File: src/drf_pkg.sv
// constants, register map and state types shared by both ends
// assumes one 20 MHz clock common to the controller and its host
package drf_pkg;
  localparam int unsigned CLK_PERIOD_NS = 50;
  localparam int unsigned HW_RESET_EDGES = 16;
  localparam int unsigned CLEAR_TIME_NS = 500;
  localparam int unsigned CLEAR_CYC = (CLEAR_TIME_NS + CLK_PERIOD_NS - 1) / CLK_PERIOD_NS;
  localparam int unsigned REFRESH_MIN_US = 13;
  localparam int unsigned REFRESH_MAX_US = 15;
  localparam int unsigned REFRESH_MIN_CYC = (REFRESH_MIN_US * 1000 + CLK_PERIOD_NS - 1)
                                            / CLK_PERIOD_NS;
  localparam int unsigned REFRESH_MAX_CYC = (REFRESH_MAX_US * 1000) / CLK_PERIOD_NS;
  localparam int unsigned REFRESH_STEP_CYC = (REFRESH_MAX_CYC - REFRESH_MIN_CYC) / 15;
  localparam int unsigned PRECHARGE_CYC = 2;
  localparam int unsigned REFRESH_RAS_CYC = 3;
  localparam int unsigned SCRUB_CAS_CYC = 2;
  localparam int unsigned ML_PULSE_CYC = 1;
  localparam int unsigned CNT_W = 9;

  localparam logic [7:0] CTRL_OFS = 8'h00;
  localparam logic [7:0] MODE_OFS = 8'h04;
  localparam logic [7:0] CMD_OFS = 8'h08;
  localparam logic [7:0] STATUS_OFS = 8'h0C;

  // control register fields
  localparam int unsigned CTRL_REQ_A = 0;
  localparam int unsigned CTRL_REQ_B = 1;
  localparam int unsigned CTRL_GRANT = 2;
  localparam int unsigned CTRL_WRITE = 3;
  localparam int unsigned CTRL_EXT_LSB = 4;
  localparam int unsigned CTRL_COLUMN_INCREMENT = 8;
  localparam logic [31:0] CTRL_RESET = 32'h0000_0000;
  // mode register fields
  localparam int unsigned MODE_ROWDLY = 0;
  localparam int unsigned MODE_DIV_LSB = 1;
  localparam int unsigned MODE_PIPE = 5;
  localparam int unsigned MODE_SCRUB = 6;
  localparam int unsigned MODE_EXT0_HIGH = 7;
  localparam logic [31:0] MODE_RESET = 32'h0000_0000;
  // command bits
  localparam int unsigned CMD_HWRESET = 0;
  localparam int unsigned CMD_PROGRAM = 1;
  localparam int unsigned CMD_CLEAR = 2;
  // status fields
  localparam int unsigned ST_BUSY = 0;
  localparam int unsigned ST_CAS_LSB = 1;
  localparam int unsigned ST_RAS = 5;
  localparam int unsigned ST_WE = 6;
  localparam int unsigned ST_RESET_DONE = 7;

  typedef enum logic [2:0] {
    DS_IDLE, DS_GRANT_WAIT, DS_ROW, DS_COL, DS_EXTEND, DS_REFRESH, DS_SCRUB
  } drf_dev_state_t;

  typedef enum logic [1:0] {
    HS_IDLE, HS_RESET, HS_PROGRAM, HS_CLEAR
  } drf_host_state_t;
endpackage

File: src/drf_if.sv
// pins between the dram controller and the host processor side
// assumes both ends sample on the same clock edge
interface drf_if;
  logic access_request_n;
  logic port_b_access_request_n;
  logic port_b_grant;
  logic write_n;
  logic [3:0] column_extend_input_n;
  logic column_increment;
  logic mode_load_strobe_n;
  logic refresh_disable_n;
  logic external_refresh_input_n;
  logic row_delay_select_bit;
  logic [3:0] refresh_clock_divider_bits;
  logic pipeline_mode;
  logic scrub_mode;
  logic we_n;
  logic ras_n;
  logic [3:0] cas_n;

  modport device(
    input access_request_n, port_b_access_request_n, port_b_grant, write_n,
    input column_extend_input_n, column_increment, mode_load_strobe_n,
    input refresh_disable_n, external_refresh_input_n, row_delay_select_bit,
    input refresh_clock_divider_bits, pipeline_mode, scrub_mode,
    output we_n, ras_n, cas_n
  );
  modport host(
    output access_request_n, port_b_access_request_n, port_b_grant, write_n,
    output column_extend_input_n, column_increment, mode_load_strobe_n,
    output refresh_disable_n, external_refresh_input_n, row_delay_select_bit,
    output refresh_clock_divider_bits, pipeline_mode, scrub_mode,
    input we_n, ras_n, cas_n
  );
endinterface

File: src/drf_device.sv
// dram controller end: strobe timing, refresh counter, mode capture
// assumes the host drives all interface inputs from the same clock
//
// Implementation choices: the APB register port and the placing of the registers.

// Summary of operation
// - cas held while matching extend inputs asserted
// - scrub refresh cas timing ignores extend inputs
// - ras one or two clocks after grant
// - grant delay waits for precharge completion
// - refresh request on write pin when enabled
// - clear refresh counter after 500 ns
// - no internal refresh within 13 to 14.5 us
// - host resets for sixteen edges before use
// - column increment active high, tied low unused
// - extend zero low gives old-style behaviour
module drf_device
  import drf_pkg::*;
(
  input wire logic I_CLOCK,
  input wire logic I_RST_N,
  drf_if.device BUS,
  output logic O_RAS_N,
  output logic [3:0] O_CAS_N,
  output logic O_WE_N,
  output logic O_REFRESH_PENDING,
  output logic O_CONFIG_VALID
);
  drf_dev_state_t state_q;
  logic [4:0] rst_cnt_q;
  logic [3:0] clr_cnt_q;
  logic [CNT_W-1:0] ref_cnt_q;
  logic [CNT_W-1:0] ref_period;
  logic [CNT_W-1:0] step_cnt_q;
  logic [1:0] prech_q;
  logic grant_q;
  logic pending_q;
  logic row_delay_q;
  logic [3:0] div_q;
  logic pipe_q;
  logic scrub_q;
  logic ext_en_q;
  logic cfg_valid_q;
  logic ras_q;
  logic [3:0] cas_q;
  logic we_q;
  logic hw_reset;
  logic programming;
  logic clear_active;
  logic period_hit;
  logic grant_chg;
  logic sel_req;
  logic prech_done;
  logic route_refresh_request_out;
  logic [3:0] ext_asserted;

  assign hw_reset = (rst_cnt_q == 5'(HW_RESET_EDGES));
  assign programming = !BUS.mode_load_strobe_n && BUS.refresh_disable_n;
  assign clear_active = (clr_cnt_q == 4'(CLEAR_CYC));
  assign ref_period = CNT_W'(REFRESH_MIN_CYC) + CNT_W'(div_q) * CNT_W'(REFRESH_STEP_CYC);
  assign period_hit = (ref_cnt_q == ref_period - CNT_W'(1));
  assign grant_chg = (BUS.port_b_grant != grant_q);
  assign sel_req = BUS.port_b_grant ? !BUS.port_b_access_request_n : !BUS.access_request_n;
  assign prech_done = (prech_q == 2'h0);
  assign route_refresh_request_out = ext_en_q || pipe_q;
  assign ext_asserted = ~BUS.column_extend_input_n;

  always_ff @(posedge I_CLOCK) begin
    if (!I_RST_N) begin
      rst_cnt_q <= 5'h00;
    end else if (!BUS.mode_load_strobe_n && !BUS.refresh_disable_n) begin
      if (!hw_reset) begin
        rst_cnt_q <= rst_cnt_q + 5'h01;
      end
    end else begin
      rst_cnt_q <= 5'h00;
    end
  end

  // mode capture; held until next program or reset
  always_ff @(posedge I_CLOCK) begin
    if (!I_RST_N || hw_reset) begin
      row_delay_q <= 1'b0;
      div_q <= 4'h0;
      pipe_q <= 1'b0;
      scrub_q <= 1'b0;
      ext_en_q <= 1'b0;
      cfg_valid_q <= 1'b0;
    end else if (programming) begin
      row_delay_q <= BUS.row_delay_select_bit;
      div_q <= BUS.refresh_clock_divider_bits;
      pipe_q <= BUS.pipeline_mode;
      scrub_q <= BUS.scrub_mode;
      ext_en_q <= BUS.column_extend_input_n[0];
      cfg_valid_q <= 1'b1;
    end
  end

  always_ff @(posedge I_CLOCK) begin
    if (!I_RST_N) begin
      clr_cnt_q <= 4'h0;
    end else if (BUS.refresh_disable_n && !BUS.external_refresh_input_n) begin
      if (!clear_active) begin
        clr_cnt_q <= clr_cnt_q + 4'h1;
      end
    end else begin
      clr_cnt_q <= 4'h0;
    end
  end

  // counter halts while refresh is disabled
  always_ff @(posedge I_CLOCK) begin
    if (!I_RST_N || hw_reset || clear_active) begin
      ref_cnt_q <= '0;
    end else if (BUS.refresh_disable_n) begin
      ref_cnt_q <= period_hit ? '0 : ref_cnt_q + CNT_W'(1);
    end
  end

  // set wins over the clear from a starting refresh
  always_ff @(posedge I_CLOCK) begin
    if (!I_RST_N || hw_reset || clear_active) begin
      pending_q <= 1'b0;
    end else if (BUS.refresh_disable_n && period_hit) begin
      pending_q <= 1'b1;
    end else if (state_q == DS_IDLE && prech_done && !grant_chg) begin
      pending_q <= 1'b0;
    end
  end

  always_ff @(posedge I_CLOCK) begin
    if (!I_RST_N) begin
      grant_q <= 1'b0;
    end else begin
      grant_q <= BUS.port_b_grant;
    end
  end

  always_ff @(posedge I_CLOCK) begin
    if (!I_RST_N || hw_reset) begin
      state_q <= DS_IDLE;
      ras_q <= 1'b1;
      cas_q <= 4'hF;
      prech_q <= 2'h0;
      step_cnt_q <= '0;
    end else begin
      if (!prech_done) begin
        prech_q <= prech_q - 2'h1;
      end
      case (state_q)
        DS_IDLE: begin
          if (grant_chg) begin
            if (!row_delay_q && prech_done && sel_req) begin
              ras_q <= 1'b0;
              state_q <= DS_ROW;
            end else begin
              state_q <= DS_GRANT_WAIT;
            end
          end else if (pending_q && prech_done) begin
            ras_q <= 1'b0;
            step_cnt_q <= '0;
            state_q <= scrub_q ? DS_SCRUB : DS_REFRESH;
          end else if (sel_req && prech_done) begin
            ras_q <= 1'b0;
            state_q <= DS_ROW;
          end
        end
        DS_GRANT_WAIT: begin
          if (prech_done) begin
            if (sel_req) begin
              ras_q <= 1'b0;
              state_q <= DS_ROW;
            end else begin
              state_q <= DS_IDLE;
            end
          end
        end
        DS_ROW: begin
          cas_q <= 4'h0;
          state_q <= DS_COL;
        end
        DS_COL: begin
          if (!sel_req) begin
            if (ext_en_q && (ext_asserted != 4'h0)) begin
              cas_q <= ~ext_asserted;
              state_q <= DS_EXTEND;
            end else begin
              ras_q <= 1'b1;
              cas_q <= 4'hF;
              prech_q <= 2'(PRECHARGE_CYC);
              state_q <= DS_IDLE;
            end
          end
        end
        DS_EXTEND: begin
          cas_q <= cas_q | BUS.column_extend_input_n;
          if ((cas_q | BUS.column_extend_input_n) == 4'hF) begin
            ras_q <= 1'b1;
            prech_q <= 2'(PRECHARGE_CYC);
            state_q <= DS_IDLE;
          end
        end
        DS_REFRESH: begin
          step_cnt_q <= step_cnt_q + CNT_W'(1);
          if (step_cnt_q == CNT_W'(REFRESH_RAS_CYC - 1)) begin
            ras_q <= 1'b1;
            prech_q <= 2'(PRECHARGE_CYC);
            state_q <= DS_IDLE;
          end
        end
        DS_SCRUB: begin
          step_cnt_q <= step_cnt_q + CNT_W'(1);
          if (step_cnt_q == CNT_W'(0)) begin
            cas_q <= 4'h0;
          end else if (step_cnt_q == CNT_W'(SCRUB_CAS_CYC)) begin
            ras_q <= 1'b1;
            cas_q <= 4'hF;
            prech_q <= 2'(PRECHARGE_CYC);
            state_q <= DS_IDLE;
          end
        end
        default: begin
          state_q <= DS_IDLE;
        end
      endcase
    end
  end

  // write pin doubles as active-low refresh request
  always_ff @(posedge I_CLOCK) begin
    if (!I_RST_N) begin
      we_q <= 1'b1;
    end else if (route_refresh_request_out) begin
      we_q <= !pending_q;
    end else begin
      we_q <= ras_q ? 1'b1 : BUS.write_n;
    end
  end

  assign BUS.ras_n = ras_q;
  assign BUS.cas_n = cas_q;
  assign BUS.we_n = we_q;
  assign O_RAS_N = ras_q;
  assign O_CAS_N = cas_q;
  assign O_WE_N = we_q;
  assign O_REFRESH_PENDING = pending_q;
  assign O_CONFIG_VALID = cfg_valid_q;
endmodule

File: src/flat_wrapper.sv
// flat-port wrapper written by rule: the top's interface ports become plain ports
module drf_device_flat import drf_pkg::*;
  (I_CLOCK, I_RST_N, O_RAS_N, O_CAS_N, O_WE_N, O_REFRESH_PENDING, O_CONFIG_VALID, BUS_access_request_n, BUS_port_b_access_request_n, BUS_port_b_grant, BUS_write_n, BUS_column_extend_input_n, BUS_column_increment, BUS_mode_load_strobe_n, BUS_refresh_disable_n, BUS_external_refresh_input_n, BUS_row_delay_select_bit, BUS_refresh_clock_divider_bits, BUS_pipeline_mode, BUS_scrub_mode, BUS_we_n, BUS_ras_n, BUS_cas_n);
  drf_if BUS_i ();
  input wire logic I_CLOCK;
  input wire logic I_RST_N;
  output logic O_RAS_N;
  output logic [3:0] O_CAS_N;
  output logic O_WE_N;
  output logic O_REFRESH_PENDING;
  output logic O_CONFIG_VALID;
  input wire logic [$bits(BUS_i.access_request_n)-1:0] BUS_access_request_n;
  input wire logic [$bits(BUS_i.port_b_access_request_n)-1:0] BUS_port_b_access_request_n;
  input wire logic [$bits(BUS_i.port_b_grant)-1:0] BUS_port_b_grant;
  input wire logic [$bits(BUS_i.write_n)-1:0] BUS_write_n;
  input wire logic [$bits(BUS_i.column_extend_input_n)-1:0] BUS_column_extend_input_n;
  input wire logic [$bits(BUS_i.column_increment)-1:0] BUS_column_increment;
  input wire logic [$bits(BUS_i.mode_load_strobe_n)-1:0] BUS_mode_load_strobe_n;
  input wire logic [$bits(BUS_i.refresh_disable_n)-1:0] BUS_refresh_disable_n;
  input wire logic [$bits(BUS_i.external_refresh_input_n)-1:0] BUS_external_refresh_input_n;
  input wire logic [$bits(BUS_i.row_delay_select_bit)-1:0] BUS_row_delay_select_bit;
  input wire logic [$bits(BUS_i.refresh_clock_divider_bits)-1:0] BUS_refresh_clock_divider_bits;
  input wire logic [$bits(BUS_i.pipeline_mode)-1:0] BUS_pipeline_mode;
  input wire logic [$bits(BUS_i.scrub_mode)-1:0] BUS_scrub_mode;
  output wire logic [$bits(BUS_i.we_n)-1:0] BUS_we_n;
  output wire logic [$bits(BUS_i.ras_n)-1:0] BUS_ras_n;
  output wire logic [$bits(BUS_i.cas_n)-1:0] BUS_cas_n;
  assign BUS_i.access_request_n = BUS_access_request_n;
  assign BUS_i.port_b_access_request_n = BUS_port_b_access_request_n;
  assign BUS_i.port_b_grant = BUS_port_b_grant;
  assign BUS_i.write_n = BUS_write_n;
  assign BUS_i.column_extend_input_n = BUS_column_extend_input_n;
  assign BUS_i.column_increment = BUS_column_increment;
  assign BUS_i.mode_load_strobe_n = BUS_mode_load_strobe_n;
  assign BUS_i.refresh_disable_n = BUS_refresh_disable_n;
  assign BUS_i.external_refresh_input_n = BUS_external_refresh_input_n;
  assign BUS_i.row_delay_select_bit = BUS_row_delay_select_bit;
  assign BUS_i.refresh_clock_divider_bits = BUS_refresh_clock_divider_bits;
  assign BUS_i.pipeline_mode = BUS_pipeline_mode;
  assign BUS_i.scrub_mode = BUS_scrub_mode;
  assign BUS_we_n = BUS_i.we_n;
  assign BUS_ras_n = BUS_i.ras_n;
  assign BUS_cas_n = BUS_i.cas_n;
  drf_device u_core (.I_CLOCK(I_CLOCK), .I_RST_N(I_RST_N), .BUS(BUS_i), .O_RAS_N(O_RAS_N), .O_CAS_N(O_CAS_N), .O_WE_N(O_WE_N), .O_REFRESH_PENDING(O_REFRESH_PENDING), .O_CONFIG_VALID(O_CONFIG_VALID));
endmodule
File: config.mk
export PLATFORM = sky130hd
export DESIGN_NAME = drf_device_flat
export DESIGN_NICKNAME = d
export VERILOG_FILES = /design/src/drf_pkg.sv /design/src/drf_if.sv /design/src/drf_device.sv /design/src/flat_wrapper.sv
export SDC_FILE = /design/constraint.sdc
export NUM_CORES = 1
export LEC_CHECK = 0
export BUFFER_PORTS_ARGS = -buffer_cell sky130_fd_sc_hd__buf_4
export CELL_PAD_IN_SITES_DETAIL_PLACEMENT = 0
export CELL_PAD_IN_SITES_GLOBAL_PLACEMENT = 1
export CORE_MARGIN = 8
export CORE_UTILIZATION = 39
export DETAILED_ROUTE_END_ITERATION = 16
export PLACE_DENSITY = 0.82
export SLEW_MARGIN = 20
export SYNTH_ARGS = -nofsm -noshare
export SYNTH_HDL_FRONTEND = slang
export SYNTH_SLANG_ARGS = --single-unit
File: constraint.sdc
create_clock -name I_CLOCK -period 1.82 [get_ports I_CLOCK]
set_input_delay 0.182 -clock I_CLOCK [delete_from_list [all_inputs] [get_ports I_CLOCK]]
set_output_delay 0.182 -clock I_CLOCK [all_outputs]
set_load 0.005 [all_outputs]
==> results.sh <==
export IMPL_timing_critical_path_cells="or3_4 -> o32ai_4 -> nand4_2 -> or4_1 -> o21ai_1"
export IMPL_syn_nets=360
export IMPL_die_h_um=99.9
export IMPL_dp_hpwl_mm=5.28
export IMPL_final_net_count=429
export IMPL_vias=2533
export IMPL_grt_pass1_vias=2469
export IMPL_drv_slew=0
export IMPL_numClockSinks=49
export IMPL_p_leak_uw=0.00144
export IMPL_async_reset_ff_share_pct=0
export IMPL_worstMarginPinSlew_ns=0.497
export IMPL_status="complete, no violations"
export IMPL_syn_avg_cell_area_um2=8.31
export IMPL_place_gp_congestion=0.839
export IMPL_fp_dieW_um=99.9
export IMPL_antenna_found_initial=0
export IMPL_clk_pin_slew_ns=0.09
export IMPL_ff_latch_area_um2=988
export IMPL_clock_skew_ns=0.0103
export IMPL_drive_above_1_share_pct=30.8
export IMPL_io_pins=35
export IMPL_fin_hold_ws_ns=0.123
export IMPL_vias_per_cell=5.12
export IMPL_stdcell_area_um2=3590
export IMPL_drtPass1Iterations=4
export IMPL_clockRootBuffer="clkbuf_8"
export IMPL_rows=30
export IMPL_cp_required_ns=2.06
export IMPL_port_buffers=33
export IMPL_worst_path_largest_cell_delay_ns=0.48
export IMPL_setup_tns_ns=0
export IMPL_dr_first_iter_drc_count=146
export IMPL_dieArea_um2=9970
export IMPL_cp_start_kind="flip-flop"
export IMPL_grt_max_degree=15
export IMPL_worstPathArrival_ns=2.05
export IMPL_yosys_warnings=0
export IMPL_synth_seq_cells=49
export IMPL_synth_seq_area_share_pct=35.8
export IMPL_place_area_um2=3380
export IMPL_setup_viol=0
export IMPL_clockBufferDepth=2
export IMPL_numCtsBuffers=5
export IMPL_route_detailed_drc=0
export IMPL_cts_tree="built"
export IMPL_max_clock_freq_ghz=0.551
export IMPL_grt_pass1_wl_mm=11.4
export IMPL_path_class="flip-flop to flip-flop"
export IMPL_syn_cell_area_um2=2740
export IMPL_mostFrequentLayoutCell="buf_4"
export IMPL_cts_htree_levels=2
export IMPL_slew_headroom_pct=66.8
export IMPL_rsz0062_at_grt="true"
export IMPL_min_period_ns=1.82
export IMPL_synth_edf_count=0
export IMPL_cp_max_fo=3
export IMPL_postCtsHoldBufs=0
export IMPL_cp_slowest_cell="or4_1"
export IMPL_area_growth_pct=31.0
export IMPL_p_total_uw=3660
export IMPL_multiInputGateArea_um2=1720
export IMPL_clk_latency_ns=0.30
export IMPL_ir_drop_v=0.000473
export IMPL_hold_viol=0
export IMPL_yosys_most_used_dff="dfxtp_1"
export IMPL_netlist_instances=330
export IMPL_grt_util_all_layers_pct=13.8
export IMPL_crit_buf_inv=0
export IMPL_wl_mm=6.93
export IMPL_initial_core_util_pct=40.4
export IMPL_final_cell_mix="buf_4 (79), dfxtp_1 (43), nor2_1 (41)"
export IMPL_end_kind="flip-flop"
export IMPL_wl_per_cell_um=14.0
export IMPL_critical_path_top_delay_family="simple AND/OR/NAND/NOR gates"
export IMPL_core_um2=6790
export IMPL_synth_cell_type_count=62
export IMPL_cap_violations=0
export IMPL_power_density_nw_per_um2=1020
export IMPL_grt_overflow=0
export IMPL_nFillCells=632
export IMPL_antenna_cells=0
export IMPL_ant_nets=0
export IMPL_fin_crit_sh_pct=99.7
export IMPL_holdCritPathClass="input pin to flip-flop"
==> final cells by class <==
class                           instances  area share [%]
Multi-Input combinational cell        252            47.9
Sequential cell                        49            27.5
Timing Repair Buffer                   82            17.7
Tap cell                               96            3.34
Clock buffer                            7            2.40
Inverter                                9            1.11
==> power breakdown <==
group | internal, uW | switching [uW] | total [uW]
registers | 1190 | 107 | 1300
logic | 861 | 844 | 1710
clock network | 302 | 349 | 651
total | 2360 | 1300 | 3660
==> worst paths after layout <==
| kind | start | end | slack (ns) | depth (start not counted) |
|---|---|---|---|---|
| setup / recovery | u_core.state_q[0] | u_core.step_cnt_q[7] | 0.005 | 5 |
| hold / removal | BUS_refresh_clock_divider_bits[1] | u_core.div_q[1] | 0.12 | 3 |
| setup reg to reg | u_core.state_q[0] | u_core.step_cnt_q[7] | 0.005 | 5 |
| hold reg to reg | u_core.scrub_q | u_core.scrub_q | 0.47 | 2 |
==> kinds of logic (layout without fill, tap and decap cells) <==
logic type      Yosys count  in the layout  share of synthesized area [%]
xor+xnor                 29             29                           9.26
buf+inv                  29             98                           4.97
mux                       9              9                           3.42
flops                    49             49                           35.8
compound gates           63             63                           16.3
fa+ha+maj                 9              9                           4.11
simple gates            142            142                           26.1
==> per-layer routing <==
layer	GRT usage [%]	wire (um)	up-vias
met5	0	0	-
met4	3.14	17	0
met3	2.77	249	2
met2	23.6	3430	51
met1	17.2	3240	1171
li1	-	-	1309
==> cells in the mapped netlist, types with 3 or more instances <==
cell / number / share of area [%]
mux2_2: 3 / 1.2
dfxtp_1: 49 / 36
xnor2_1: 12 / 3.8
o21ai_0: 9 / 1.6
a21oi_1: 21 / 3.8
nand3_1: 16 / 2.9
buf_2: 3 / 0.55
nor2_1: 43 / 5.9
a211o_1: 3 / 0.96
nor3_1: 9 / 1.6
mux2i_1: 6 / 2.2
o221ai_1: 4 / 1.3
inv_1: 8 / 1.1
nand2b_1: 3 / 0.68
nor4_1: 4 / 0.91
xor2_1: 17 / 5.4
nand2_1: 35 / 4.8
clkbuf_1: 9 / 1.2
nand4_1: 9 / 2.1
ha_1: 9 / 4.1
buf_4: 6 / 1.6
==> sequential cells by signal, summed over array words and instances, names as in the netlist, 2 cells and up <==
register / count
u_core.ref_cnt_q: 9
u_core.step_cnt_q: 9
u_core.rst_cnt_q: 5
u_core.BUS.cas_n: 4
u_core.clr_cnt_q: 4
u_core.div_q: 4
u_core.state_q: 3
u_core.prech_q: 2
==> timing repair <==
item,4_1_cts,5_1_grt
resized for setup,5,29
setup endpoints to repair,9,20
pin swaps,4,12
setup buffers,1,2
==> worst reg2reg max path: stages, from the launching register on <==
cell     delay, ns
dfxtp_2       0.33
or3_4         0.41
o32ai_4       0.29
nand4_2       0.15
or4_1         0.48
o21ai_1       0.09
==> through the flow <==
| step | util (%) | cells | setup slack, ns |
|---|---|---|---|
| final | 52.9 | 495 | 0.00487 |
| after global routing | 52.9 | 495 | -0.0722 |
| after CTS | 51.4 | 493 | 0.00505 |
| after detailed placement | 49.7 | 485 | -0.114 |
| after global placement | 49.7 | 485 | -0.0675 |
| after floorplan | - | 330 | 0.000742 |
Power figures use the tool's default switching activity.
